<file path="config.mk">
export PLATFORM = sky130hd
export DESIGN_NAME = ocf_top
export DESIGN_NICKNAME = d
export VERILOG_FILES = /design/src/logic/ocf_sync.v /design/src/logic/ocf_top.v /design/src/logic/ocf_trip.v
export VERILOG_INCLUDE_DIRS = /design/src /design/src/logic
export SDC_FILE = /design/constraint.sdc
export NUM_CORES = 1
export LEC_CHECK = 0
export ABC_AREA = 1
export BUFFER_PORTS_ARGS = -buffer_cell sky130_fd_sc_hd__clkbuf_2
export CAP_MARGIN = 15
export CORE_MARGIN = 3
export CORE_UTILIZATION = 37
export CTS_CLUSTER_DIAMETER = 120
export CTS_CLUSTER_SIZE = 40
export DETAILED_ROUTE_END_ITERATION = 10
export GPL_TIMING_DRIVEN = 0
export SLEW_MARGIN = 20
export SYNTH_ARGS = -nofsm -noshare
export SYNTH_HDL_FRONTEND = slang
export SYNTH_SLANG_ARGS = --single-unit
</file>
<file path="constraint.sdc">
create_clock -name clk_sys -period 9.6 [get_ports clk_sys]
set_input_delay 0.96 -clock clk_sys [delete_from_list [all_inputs] [get_ports clk_sys]]
set_output_delay 0.96 -clock clk_sys [all_outputs]
set_load 0.02 [all_outputs]
</file>
<file path="src/logic/ocf_defines.vh">
// Constants of the overcurrent fault and configuration block.
// Included by the top module and the bench; definitions only.
`ifndef OCF_DEFINES_VH
`define OCF_DEFINES_VH

`define OCF_CLK_NS        50
// Register offsets
`define OCF_ADDR_NV_TRIM    8'h09
`define OCF_ADDR_NV_FAULT   8'h0A
`define OCF_ADDR_NV_SCRATCH 8'h0B
`define OCF_ADDR_LIVE_TRIM  8'h19
`define OCF_ADDR_LIVE_FAULT 8'h1A
`define OCF_ADDR_STATUS     8'h20
`define OCF_WORD_W          26
`define OCF_STAT_W          28
// Trim word fields
`define OCF_T_WLOCK       25
`define OCF_T_LINKLOCK    24
`define OCF_T_OTDIS       22
`define OCF_T_INVERT      21
`define OCF_T_CLAMP       20
`define OCF_T_FMASK       19
`define OCF_T_PULLUP      18
`define OCF_T_OFFS_HI     17
`define OCF_T_OFFS_LO     9
`define OCF_T_GAIN_HI     8
`define OCF_T_GAIN_LO     0
// Fault word fields
`define OCF_F_HYST_HI     25
`define OCF_F_HYST_LO     24
`define OCF_F_HOLD        23
`define OCF_F_PDIS        22
`define OCF_F_NDIS        21
`define OCF_F_QUAL_HI     20
`define OCF_F_QUAL_LO     18
`define OCF_F_OTLIM_HI    17
`define OCF_F_OTLIM_LO    14
`define OCF_F_NTHR_HI     13
`define OCF_F_NTHR_LO     7
`define OCF_F_PTHR_HI     6
`define OCF_F_PTHR_LO     0
// Status word fields
`define OCF_S_TEMP_HI     27
`define OCF_S_TEMP_LO     16
`define OCF_S_UV_NOW      12
`define OCF_S_OV_NOW      11
`define OCF_S_OC_NOW      10
`define OCF_S_OT_NOW      9
`define OCF_S_FP_NOW      8
`define OCF_S_UV_SEEN     4
`define OCF_S_OV_SEEN     3
`define OCF_S_OC_SEEN     2
`define OCF_S_OT_SEEN     1
`define OCF_S_FP_SEEN     0
// Qualifier delays in ns
`define OCF_QUAL0_NS      2300
`define OCF_QUAL1_NS      2900
`define OCF_QUAL2_NS      5000
`define OCF_QUAL3_NS      7600
`define OCF_QUAL4_NS      10100
`define OCF_QUAL5_NS      12600
`define OCF_QUAL6_NS      15300
`define OCF_QUAL7_NS      17900
// Fault clear time in ns
`define OCF_CLEAR_NS      1000
// Hysteresis in percent
`define OCF_HYST0_PCT     8'h0B
`define OCF_HYST1_PCT     8'h16
`define OCF_HYST2_PCT     8'h2A
`define OCF_HYST3_PCT     8'h4B
`define OVERCURRENT_RELEASE_MARGIN_FLOOR    8'h19
// Reset values
`define OCF_WORD_RST      26'h0000000
`define OCF_STAT_RST      28'h0000000

`endif

</file>
<file path="src/logic/ocf_sync.v">
// Three-stage synchroniser for pin inputs, one per bit.
// Output follows once the second and third stages agree.
`timescale 1ns/1ns
module ocf_sync #(
	parameter W = 1
) (
	input  wire         clk_sys, // System clock
	input  wire         rstn,    // Synchronous reset, active low
	input  wire [W-1:0] pin,     // Asynchronous inputs
	output reg  [W-1:0] level    // Filtered synchronous level
);
	reg [W-1:0] stage1;
	reg [W-1:0] stage2;
	reg [W-1:0] stage3;
	genvar i;
	generate
		for (i = 0; i < W; i = i + 1) begin : g_bit
			always @(posedge clk_sys) begin
				if (!rstn) begin
					stage1[i] <= 1'b0;
					stage2[i] <= 1'b0;
					stage3[i] <= 1'b0;
					level[i]  <= 1'b0;
				end else begin
					stage1[i] <= pin[i];
					stage2[i] <= stage1[i];
					stage3[i] <= stage2[i];
					if (stage2[i] == stage3[i]) begin
						level[i] <= stage3[i];
					end
				end
			end
		end
	endgenerate
endmodule

</file>
<file path="src/logic/ocf_top.v">
// Fault supervision and configuration words of the current sensor.
// Expects a same-clock signed current sample in percent, a same-clock temperature code,
// a decoded programming request port and asynchronous supply comparator and fault pin levels.
`timescale 1ns/1ns
`include "ocf_defines.vh"
module ocf_top #(
	parameter BIDIR = 1,
	parameter CW    = 10
) (
	input  wire        clk_sys,           // System clock, 20 MHz
	input  wire        rstn,              // Synchronous reset, active low
	input  wire [25:0] nv_trim_init,      // Stored trim word from array
	input  wire [25:0] nv_fault_init,     // Stored fault word from array
	input  wire [25:0] nv_scratch_init,   // Stored scratch word from array
	input  wire [7:0]  meas_percent,      // Signed current sample, percent
	input  wire [11:0] temp_code,         // Die temperature code
	input  wire        undervoltage_pin,  // Supply low comparator
	input  wire        overvoltage_pin,   // Supply high comparator
	input  wire        fault_pin_i,       // Fault pin level read back
	input  wire        prog_req,          // Access request pulse
	input  wire        prog_wr,           // Request is a write
	input  wire        prog_via_output,   // Request came over output pin
	input  wire [7:0]  prog_addr,         // Word address
	input  wire [25:0] prog_wdata,        // Write data
	output reg         prog_ack,          // Access done pulse
	output reg         prog_refused,      // Access refused pulse
	output reg  [27:0] prog_rdata,        // Read data
	output reg         fault_pin_o,       // Fault pin drive level
	output reg         fault_pin_oe,      // Fault pin pulled low when high
	output reg         pullup_disconnect, // Fault pull-up removed
	output reg         output_sense_invert, // Output polarity
	output reg         clamp_enable,      // Output clamps on
	output reg  [8:0]  zero_current_offset, // Offset code
	output reg  [8:0]  gain_code,         // Gain code
	output reg         config_ready       // Shadow words loaded
);
	localparam ST_CAPTURE = 2'b00;
	localparam ST_LOAD    = 2'b01;
	localparam ST_RUN     = 2'b10;

	reg [1:0]  state;
	reg [25:0] nv_trim_word;
	reg [25:0] nv_fault_word;
	reg [25:0] nv_scratch_word;
	reg [25:0] live_trim_word;
	reg [25:0] live_fault_word;
	reg        undervoltage_seen;
	reg        overvoltage_seen;
	reg        overcurrent_seen;
	reg        overtemp_seen;
	reg        fault_pin_seen;
	reg        fault_held;
	reg        fault_pin_prev;

	wire [2:0] pin_level;
	wire       undervoltage_now = pin_level[0];
	wire       overvoltage_now  = pin_level[1];
	wire       fault_pin_now    = pin_level[2]; // Inverted before sync, idle reads 0

	function [CW-1:0] ns_to_cycles;
		input integer ns;
		integer c;
		begin
			c = (ns + `OCF_CLK_NS - 1) / `OCF_CLK_NS;
			if (c < 1) begin
				c = 1;
			end
			ns_to_cycles = c[CW-1:0];
		end
	endfunction

	function [CW-1:0] qual_lookup;
		input [2:0] code;
		begin
			case (code)
				3'h0: qual_lookup = ns_to_cycles(`OCF_QUAL0_NS);
				3'h1: qual_lookup = ns_to_cycles(`OCF_QUAL1_NS);
				3'h2: qual_lookup = ns_to_cycles(`OCF_QUAL2_NS);
				3'h3: qual_lookup = ns_to_cycles(`OCF_QUAL3_NS);
				3'h4: qual_lookup = ns_to_cycles(`OCF_QUAL4_NS);
				3'h5: qual_lookup = ns_to_cycles(`OCF_QUAL5_NS);
				3'h6: qual_lookup = ns_to_cycles(`OCF_QUAL6_NS);
				default: qual_lookup = ns_to_cycles(`OCF_QUAL7_NS);
			endcase
		end
	endfunction

	// Release level of one trip point, hysteresis capped by threshold minus floor
	function [7:0] release_of;
		input [6:0] thr;
		input [1:0] code;
		reg [7:0] hyst;
		reg [7:0] cap;
		reg [7:0] t8;
		begin
			t8 = {1'b0, thr};
			case (code)
				2'h0: hyst = `OCF_HYST0_PCT;
				2'h1: hyst = `OCF_HYST1_PCT;
				2'h2: hyst = `OCF_HYST2_PCT;
				default: hyst = `OCF_HYST3_PCT;
			endcase
			cap = (t8 > `OVERCURRENT_RELEASE_MARGIN_FLOOR) ? (t8 - `OVERCURRENT_RELEASE_MARGIN_FLOOR) : 8'h00;
			if (hyst > cap) begin
				hyst = cap;
			end
			release_of = t8 - hyst;
		end
	endfunction

	// Shadow fields govern behaviour once loaded
	wire       write_lock           = live_trim_word[`OCF_T_WLOCK];
	wire       output_link_protect  = live_trim_word[`OCF_T_LINKLOCK];
	wire       overtemp_disable     = live_trim_word[`OCF_T_OTDIS];
	wire       fault_pin_mask       = live_trim_word[`OCF_T_FMASK];
	wire [1:0] overcurrent_release_margin = live_fault_word[`OCF_F_HYST_HI:`OCF_F_HYST_LO];
	wire       fault_hold           = live_fault_word[`OCF_F_HOLD];
	wire       pos_overcurrent_disable = live_fault_word[`OCF_F_PDIS];
	wire       neg_overcurrent_disable = live_fault_word[`OCF_F_NDIS];
	wire [2:0] overcurrent_qualify_delay = live_fault_word[`OCF_F_QUAL_HI:`OCF_F_QUAL_LO];
	wire [3:0] overtemp_limit       = live_fault_word[`OCF_F_OTLIM_HI:`OCF_F_OTLIM_LO];
	wire [6:0] neg_overcurrent_threshold = live_fault_word[`OCF_F_NTHR_HI:`OCF_F_NTHR_LO];
	wire [6:0] pos_overcurrent_threshold = live_fault_word[`OCF_F_PTHR_HI:`OCF_F_PTHR_LO];

	wire          running   = (state == ST_RUN);
	wire [7:0]    pos_level = meas_percent[7] ? 8'h00 : meas_percent;
	wire [7:0]    neg_level = meas_percent[7] ? (8'h00 - meas_percent) : 8'h00;
	wire [CW-1:0] qual_cycles  = qual_lookup(overcurrent_qualify_delay);
	wire [CW-1:0] clear_cycles = ns_to_cycles(`OCF_CLEAR_NS);
	wire          pos_trip;
	wire          neg_trip;
	wire          neg_enable = (BIDIR != 0) && running && !neg_overcurrent_disable;
	wire          pos_enable = running && !pos_overcurrent_disable;
	wire          overcurrent_now = pos_trip | neg_trip;
	wire          overtemp_now    = running && !overtemp_disable && (temp_code[11:8] > overtemp_limit);
	wire          fault_cond      = overcurrent_now | overtemp_now;
	wire          next_fault_held = fault_held | (fault_hold & fault_cond & !fault_pin_mask);
	wire          next_fault_drive = !fault_pin_mask && (fault_cond || next_fault_held);

	wire [27:0] status_word;
	assign status_word = {temp_code, 3'h0, undervoltage_now, overvoltage_now, overcurrent_now, overtemp_now,
		fault_pin_now, 3'h0, undervoltage_seen, overvoltage_seen, overcurrent_seen, overtemp_seen,
		fault_pin_seen};

	ocf_sync #(
		.W (3)
	) u_sync (
		.clk_sys (clk_sys),
		.rstn    (rstn),
		.pin     ({~fault_pin_i, overvoltage_pin, undervoltage_pin}),
		.level   (pin_level)
	);

	ocf_trip #(
		.LW (8),
		.CW (CW)
	) u_pos_trip (
		.clk_sys      (clk_sys),
		.rstn         (rstn),
		.enable       (pos_enable),
		.level        (pos_level),
		.thresh       ({1'b0, pos_overcurrent_threshold}),
		.release_lvl  (release_of(pos_overcurrent_threshold, overcurrent_release_margin)),
		.qual_cycles  (qual_cycles),
		.clear_cycles (clear_cycles),
		.tripped      (pos_trip)
	);

	ocf_trip #(
		.LW (8),
		.CW (CW)
	) u_neg_trip (
		.clk_sys      (clk_sys),
		.rstn         (rstn),
		.enable       (neg_enable),
		.level        (neg_level),
		.thresh       ({1'b0, neg_overcurrent_threshold}),
		.release_lvl  (release_of(neg_overcurrent_threshold, overcurrent_release_margin)),
		.qual_cycles  (qual_cycles),
		.clear_cycles (clear_cycles),
		.tripped      (neg_trip)
	);

	wire link_ok    = !(prog_via_output && output_link_protect);
	wire access_ok  = prog_req && running && link_ok;
	wire nv_addr    = (prog_addr == `OCF_ADDR_NV_TRIM) || (prog_addr == `OCF_ADDR_NV_FAULT) ||
		(prog_addr == `OCF_ADDR_NV_SCRATCH);
	wire live_addr  = (prog_addr == `OCF_ADDR_LIVE_TRIM) || (prog_addr == `OCF_ADDR_LIVE_FAULT);
	wire read_ok    = nv_addr || live_addr || (prog_addr == `OCF_ADDR_STATUS);
	wire write_ok   = (nv_addr && !write_lock) || live_addr;
	wire do_write   = access_ok && prog_wr && write_ok;
	wire do_read    = access_ok && !prog_wr && read_ok;
	wire status_rd  = do_read && (prog_addr == `OCF_ADDR_STATUS);

	// Startup sequence and stored words
	always @(posedge clk_sys) begin
		if (!rstn) begin
			state           <= ST_CAPTURE;
			nv_trim_word    <= `OCF_WORD_RST;
			nv_fault_word   <= `OCF_WORD_RST;
			nv_scratch_word <= `OCF_WORD_RST;
			live_trim_word  <= `OCF_WORD_RST;
			live_fault_word <= `OCF_WORD_RST;
		end else begin
			case (state)
				ST_CAPTURE: begin
					nv_trim_word    <= nv_trim_init;
					nv_fault_word   <= nv_fault_init;
					nv_scratch_word <= nv_scratch_init;
					state           <= ST_LOAD;
				end
				ST_LOAD: begin
					live_trim_word  <= nv_trim_word;
					live_fault_word <= nv_fault_word;
					state           <= ST_RUN;
				end
				ST_RUN: begin
					if (do_write) begin
						case (prog_addr)
							`OCF_ADDR_NV_TRIM:    nv_trim_word    <= prog_wdata;
							`OCF_ADDR_NV_FAULT:   nv_fault_word   <= prog_wdata;
							`OCF_ADDR_NV_SCRATCH: nv_scratch_word <= prog_wdata;
							`OCF_ADDR_LIVE_TRIM:  live_trim_word  <= prog_wdata;
							default:              live_fault_word <= prog_wdata;
						endcase
					end
				end
				default: begin
					state <= ST_CAPTURE;
				end
			endcase
		end
	end

	// Programming answers, one cycle after the request
	always @(posedge clk_sys) begin
		if (!rstn) begin
			prog_ack     <= 1'b0;
			prog_refused <= 1'b0;
			prog_rdata   <= `OCF_STAT_RST;
		end else begin
			prog_ack     <= do_write || do_read;
			prog_refused <= prog_req && !(do_write || do_read);
			if (do_read) begin
				case (prog_addr)
					`OCF_ADDR_NV_TRIM:    prog_rdata <= {2'b00, nv_trim_word};
					`OCF_ADDR_NV_FAULT:   prog_rdata <= {2'b00, nv_fault_word};
					`OCF_ADDR_NV_SCRATCH: prog_rdata <= {2'b00, nv_scratch_word};
					`OCF_ADDR_LIVE_TRIM:  prog_rdata <= {2'b00, live_trim_word};
					`OCF_ADDR_LIVE_FAULT: prog_rdata <= {2'b00, live_fault_word};
					default:              prog_rdata <= status_word;
				endcase
			end
		end
	end

	// Sticky events, cleared by a status read; a new event wins over the clear
	always @(posedge clk_sys) begin
		if (!rstn) begin
			undervoltage_seen <= 1'b0;
			overvoltage_seen  <= 1'b0;
			overcurrent_seen  <= 1'b0;
			overtemp_seen     <= 1'b0;
			fault_pin_seen    <= 1'b0;
			fault_pin_prev    <= 1'b0;
		end else begin
			fault_pin_prev    <= fault_pin_now;
			undervoltage_seen <= undervoltage_now | (undervoltage_seen & !status_rd);
			overvoltage_seen  <= overvoltage_now | (overvoltage_seen & !status_rd);
			overcurrent_seen  <= overcurrent_now | (overcurrent_seen & !status_rd);
			overtemp_seen     <= overtemp_now | (overtemp_seen & !status_rd);
			fault_pin_seen    <= (fault_pin_now & !fault_pin_prev) | (fault_pin_seen & !status_rd);
		end
	end

	// Fault pin and configuration outputs
	always @(posedge clk_sys) begin
		if (!rstn) begin
			fault_held          <= 1'b0;
			fault_pin_o         <= 1'b0;
			fault_pin_oe        <= 1'b0;
			pullup_disconnect   <= 1'b0;
			output_sense_invert <= 1'b0;
			clamp_enable        <= 1'b0;
			zero_current_offset <= 9'h000;
			gain_code           <= 9'h000;
			config_ready        <= 1'b0;
		end else begin
			fault_held          <= next_fault_held;
			fault_pin_o         <= 1'b0;
			fault_pin_oe        <= next_fault_drive;
			pullup_disconnect   <= live_trim_word[`OCF_T_PULLUP];
			output_sense_invert <= live_trim_word[`OCF_T_INVERT];
			clamp_enable        <= live_trim_word[`OCF_T_CLAMP];
			zero_current_offset <= live_trim_word[`OCF_T_OFFS_HI:`OCF_T_OFFS_LO];
			gain_code           <= live_trim_word[`OCF_T_GAIN_HI:`OCF_T_GAIN_LO];
			config_ready        <= running;
		end
	end
endmodule

</file>
<file path="src/logic/ocf_trip.v">
// One overcurrent trip point: qualify on the way in, clear timer on the way out.
// Level and thresholds come from logic on the same clock.
`timescale 1ns/1ns
module ocf_trip #(
	parameter LW = 8,
	parameter CW = 10
) (
	input  wire          clk_sys,      // System clock
	input  wire          rstn,         // Synchronous reset, active low
	input  wire          enable,       // Trip point in use
	input  wire [LW-1:0] level,        // Current magnitude
	input  wire [LW-1:0] thresh,       // Trip level
	input  wire [LW-1:0] release_lvl,  // Release level
	input  wire [CW-1:0] qual_cycles,  // Cycles above trip level needed
	input  wire [CW-1:0] clear_cycles, // Cycles below release level needed
	output reg           tripped       // Condition qualified
);
	reg  [CW-1:0] count;
	wire [CW-1:0] count_inc = count + {{(CW-1){1'b0}}, 1'b1};

	always @(posedge clk_sys) begin
		if (!rstn || !enable) begin
			tripped <= 1'b0;
			count   <= {CW{1'b0}};
		end else if (!tripped) begin
			if (level > thresh) begin
				if (count_inc >= qual_cycles) begin
					tripped <= 1'b1;
					count   <= {CW{1'b0}};
				end else begin
					count <= count_inc;
				end
			end else begin
				count <= {CW{1'b0}};
			end
		end else begin
			if (level < release_lvl) begin
				if (count_inc >= clear_cycles) begin
					tripped <= 1'b0;
					count   <= {CW{1'b0}};
				end else begin
					count <= count_inc;
				end
			end else begin
				count <= {CW{1'b0}};
			end
		end
	end
endmodule
</file>
---- Word-level counts from Yosys, hierarchy flattened ----
Index checks and enable logic that the tools add are counted.
word-level totals
  flip-flop bits (word level) ............. 226
  output and inout port bits .............. 54
  logic and storage cells ................. 195
cells by class
  $add $sub $neg .......................... 7
  $lt $le $gt $ge ......................... 13
  eq/ne operators ......................... 25
  muxes and demuxes ....................... 45
  bitwise operators ....................... 17
  reduce and logical (&&, ||, !) cells .... 49
operators by type and width
  kind                   number
  $mux 26                10
  $pmux 26 s2            5
  $pmux 28 s5            1
  $mux 10                10
  $pmux 9 s7             1
  $mux 8                 5
  $eq 8x4->1 const B     3
  $pmux 7 s3             1
  $add 10x1->10 const B  2
  $ge 10x5->1 const B    2
  $ge 10x9->1            2
  $eq 8x5->1 const B     2
  $gt 8x8->1             2
  $sub 7x5->8 const B    2
  $sub 7x8->8            2
  $logic_and 1x1->1      15
  $reduce_and 3->1       5
  $gt 7x5->1 const B     2
  $logic_not 1->1        13
  $logic_or 1x1->1       10
  $mux 1                 10
  $ne 2x1->1 const B     5
  $eq 3x3->1 const B     3
  $and 1x1->1            8
  other kinds (21)       35

---- Longest topological paths before layout ----
  depth in word-level cells ............... 10
  gate-level depth with buffers ........... 34

---- Hierarchy ----
A second synthesis with hierarchy kept.
second synthesis, totals
  cell total of the unflattened synthesis .. 2515
  area, all modules ....................... 15352.2 um^2
modules (own cells, without submodules)
  module    times used  cells an instance  area an instance (um^2)  sequential area each (um^2)
  ocf_top   1           1911               11544.8                  3843.7
  ocf_trip  2           282                1720.4                   220.2
  ocf_sync  1           40                 366.6                    240.2

---- Worst setup path before layout ----
OpenSTA, ideal clock, no wires.
  path kind ............................... register to register
  from .................................... register live_fault_word[7]
  to ...................................... register u_neg_trip.count[0]
  arrival ................................. 4.117 ns
  data required time ...................... 9.484 ns
  setup slack ............................. 5.367 ns
  stages on the path, launching flop included .. 30
  path buffers ............................ 0
  period minus slack after synthesis ...... 4.233 ns
  path through ............................ dfxtp_1 -> inv_1 -> ha_1 -> nand2_1 -> nand3_1 -> nand2_1 -> nand3_1 -> ha_1 -> a21oi_1 -> or2_2 -> nand3_2 -> nand2_1 -> nand2_1 -> nand2_1 -> ha_1 -> a21oi_1 -> o21ai_0 -> a21o_1 -> a21oi_1 -> inv_1 -> a21oi_1 -> o21bai_1 -> ha_1 -> inv_1 -> o31ai_1 -> a21oi_1 -> nand3_1 -> nand2_1 -> nand2_1 -> nor2_1
between the ends
  longest elaborated chain between the ends .. 8
RTL lines
  element                                                     RTL line       text
  start: declaration                                          ocf_top.v:46   reg [25:0] live_fault_word;
  start signal: assignment                                    ocf_top.v:203  live_fault_word <= `OCF_WORD_RST;
  start signal: assignment                                    ocf_top.v:214  live_fault_word <= nv_fault_word;
  start signal: assignment                                    ocf_top.v:224  default: live_fault_word <= prog_wdata;
  $sub 7x5->8 (no line) / $gt 7x5->1 (equally long branches)  --
  $mux 8                                                      ocf_top.v:103  cap = (t8 > `OVERCURRENT_RELEASE_MARGIN_FLOOR) ? (t8 - `OVERCURRENT_RELEASE_MARGIN_FLOOR) : 8'h00;
  $gt 8x8->1                                                  ocf_top.v:104  if (hyst > cap) begin
  $mux 8                                                      ocf_top.v:104
  $sub 7x8->8                                                 ocf_top.v:107  release_of = t8 - hyst;
  $lt 8x8->1                                                  ocf_trip.v:37  if (level < release_lvl) begin
  $mux 10                                                     ocf_trip.v:37
  $mux 10 (*)                                                 ocf_trip.v:25  end else if (!tripped) begin
  end signal: assignment                                      ocf_trip.v:24  count <= {CW{1'b0}};
  end signal: assignment                                      ocf_trip.v:29  count <= {CW{1'b0}};
  end signal: assignment                                      ocf_trip.v:40  count <= {CW{1'b0}};
  end: declaration                                            ocf_trip.v:18  reg [CW-1:0] count;
Every way passes the cells marked *; elsewhere a longest branch is shown, timed or not.
A chain may end at the register's enable or synchronous reset.

---- Final worst setup path ----
  from .................................... register live_fault_word[0]
  to ...................................... register u_pos_trip.count[4]
between the ends
  longest elaborated chain between the ends .. 8
RTL lines
  element                                                     RTL line
  $sub 7x5->8 (no line) / $gt 7x5->1 (equally long branches)  --
  $mux 8                                                      ocf_top.v:103
  $gt 8x8->1                                                  ocf_top.v:104
  $mux 8                                                      ocf_top.v:104
  $sub 7x8->8                                                 ocf_top.v:107
  $lt 7x8->1                                                  ocf_trip.v:37
  $mux 10                                                     ocf_trip.v:37
  $mux 10 (*)                                                 ocf_trip.v:25
  end signal: assignment                                      ocf_trip.v:24
  end signal: assignment                                      ocf_trip.v:29
  end signal: assignment                                      ocf_trip.v:40
  end: declaration                                            ocf_trip.v:18
Marks and branches as above.

==> results.cfg <==
[cts]
insertion_delay_ps = 530
cts_buffers = 10
htreeDepth = 1
cts-root-buf = clkbuf_16
post_cts.repair.setup_buffers = 0
clock_sinks = 226
clkTransAtPathRegs_ps = 170
cts_hold_buf = 0
ctsLongestPathBuffers = 3
cts_tree = done
cts-resized-gates = 0

[yosys]
avgSynthCellArea_um2 = 6.49
postSynthCellCount = 2145
ys_seq_elements = 226
synthFlopType = dfxtp_1
synth_area_mm2 = 0.0139
yosysTopAreaCell = dfxtp_1
ys_top_cells_by_count = 608 x nand2_1, 238 x nor2_1, 226 x dfxtp_1, 218 x inv_1, 197 x a21oi_1
synth-edff-count = 0
synth_seq_area_share_pct = 32.5
yosysUniqueCellTypes = 53
ys_warn_count = 0
synth_most_common_cell = nand2_1
synth_top_area_share_pct = 32.5
synthTopCellsByArea = dfxtp_1 32%, nand2_1 16%, ha_1 7.6%
async_reset_ff_share_pct = 0

[sta]
max_freq_mhz = 183
whs_ps = 388
finalCritPeriodShare_pct = 57.0
hold_viol = 0
rsz0062_at_grt = no
finalWorstPathRequiredPeriod_ps = 5470
worst_pin_slew_ps = 1060
slew_headroom_pct = 28.9
maxSlewViolCount = 0
tns_ps = 0
skew_ps = 50.4
setup-violations-final = 0

[global_routing]
grt_antenna_before_repair = 0
grt_start_max_net_pins = 41
grt_pass1_wl_um = 77500
grt_pass1_vias = 13801
overflow = 0
grtUsageTotal_pct = 24.9

[pwr]
swShare_pct = 41.0
power_density_mw_per_mm2 = 187
power_frac_comb_pct = 43.8
p_int_mw = 1.75
p_leak_nw = 8.09
ir_drop_uv = 122
p_clk_share_pct = 19.1
power_frac_seq_pct = 37.0
p_sw_mw = 1.22

[floorplan]
dieHeight_um = 200
num_rows = 70
dieWidth_um = 200
coreArea_mm2 = 0.0369
dieArea_mm2 = 0.0400
start_util_pct = 37.8
io_pins = 194

[cells_and_area]
n_antenna_cell = 0
n_fill_cell = 4028
fin_util_pct = 43.0
post_route_cells_drive_above_1_share_pct = 12.1
synthToLayoutAreaGrowth_pct = 13.9
layout.nets = 2578
final_cell_count_no_fill = 2857

[worst_setup_path]
cp.arrival_ps = 5840
cp_data_required_time_ps = 9960
crit_path_max_fanout = 7
r2r-start = live_fault_word[0]
crit_path_start_kind = flop
critical_path_class = flop to flop
crit_path_frequent_cell = nand2_1
timing.rr.end = u_pos_trip.count[4]
slowest_delay_ps = 580
endpoint_kind = flop
ff2ff_path_depth = 29
slowest_stage = dfxtp_1
regToRegSetupSlack_ps = 4130

[job]
maxCapViolCount = 0

[route]
drtIter0Drc = 1131
route.vias.total = 14503
drtAntennaViolNets = 0
avgRoutedWirePerCell_um = 17.7
drc = 0
dr.pass1.iters = 5
routed_wl_um = 50700
via_per_inst = 5.08

[placed_design]
routabilityCongestion = 0.999
io_buffers = 192
placedCellCount = 2843
hpwl_um = 41700

[worst_hold_path]
worst_hold_path_type = flop to flop
min_from = u_sync.stage1[1]
whs_path_depth = 2
holdPathEnd = u_sync.stage2[1]

[run_status]
status = finished, final reports clean
## metal layers
metal | vias to the layer above | wire (um) | GRT usage, %
met5 | - | 0 | 0
met4 | 0 | 2340 | 10.1
met3 | 88 | 3020 | 3.02
met2 | 502 | 22600 | 40.7
met1 | 6570 | 22800 | 33.6
li1 | 7343 | - | -
## placed cells by master, fill, tap and decap left out, types with 11 or more instances in the layout
cell type	instances
ha_1	85
nor3_1	20
nor2_1	238
clkbuf_16	11
buf_1	17
nand3b_1	55
clkbuf_1	50
buf_2	27
o21ai_0	141
nand2_1	608
a21oi_1	197
dfxtp_1	226
nand3_1	130
inv_1	218
nand4_1	15
clkbuf_2	192
## registers in the layout, indices dropped and copies added, names as in the netlist, 10 cells and up
name              cells
u_neg_trip.count     10
u_pos_trip.count     10
live_fault_word      26
prog_rdata           28
nv_scratch_word      26
live_trim_word       26
nv_fault_word        26
nv_trim_word         26
## logic make-up after synthesis
| logic type | synth area share, % |
|---|---|
| buf+inv | 9.93 |
| fa+ha+maj | 7.92 |
| xor+xnor | 0.817 |
| compound gates | 15.4 |
| flops | 32.5 |
| simple gates | 33.5 |
| other cells | 0.0269 |
## power by group through the flow
stage	clock network, mW	logic (mW)	registers, mW
finish	0.569	1.30	1.10
global route	0.608	1.49	1.11
floorplan	0	0.949	1.11
global placement	0	1.26	1.12
CTS	0.578	1.29	1.10
detailed placement	0	1.29	1.12
## layout make-up
| class | instances | area, um2 | share of cell area (%) |
|---|---|---|---|
| Sequential cell | 226 | 4520 | 28.5 |
| Timing Repair Buffer | 192 | 961 | 6.06 |
| Tap cell | 504 | 631 | 3.97 |
| Inverter | 227 | 857 | 5.40 |
| Multi-Input combinational cell | 1588 | 8030 | 50.6 |
| Clock buffer | 11 | 275 | 1.73 |
| Buffer | 106 | 527 | 3.32 |
| Clock inverter | 3 | 62.6 | 0.394 |
## worst max-delay path, delay by kind of cell (launching register included)
| kind | cells | cell delay [ps] |
|---|---|---|
| buffers and inverters | 3 | 350 |
| flip-flops | 1 | 580 |
| AO/OA/AOI/OAI | 4 | 900 |
| XOR/XNOR | 1 | 110 |
| AND/OR/NAND/NOR | 17 | 2140 |
| adder cells (fa/ha/maj) | 4 | 1230 |
## per-stage QoR
step | setup slack (ps) | total power, mW | cell area, um2
after floorplan | 5370 | 2.06 | 13900
after global routing | 3490 | 3.21 | 15900
after CTS | 4070 | 2.97 | 15900
final | 4130 | 2.97 | 15900
after detailed placement | 4130 | 2.41 | 15500
after global placement | 4230 | 2.37 | 15500
## worst max path at each step
stage,from,end,slack (ps),cells past startpoint
6_report,live_fault_word[0],u_pos_trip.count[4],4130,29
3_5_place_dp,live_fault_word[0],u_pos_trip.count[1],4130,29
2_1_floorplan,live_fault_word[7],u_neg_trip.count[0],5370,29
3_3_place_gp,live_fault_word[0],u_pos_trip.count[5],4230,29
5_1_grt,live_fault_word[0],u_pos_trip.count[4],3490,29
4_1_cts,live_fault_word[0],u_pos_trip.count[4],4070,29
Power figures use the tool's default switching activity.
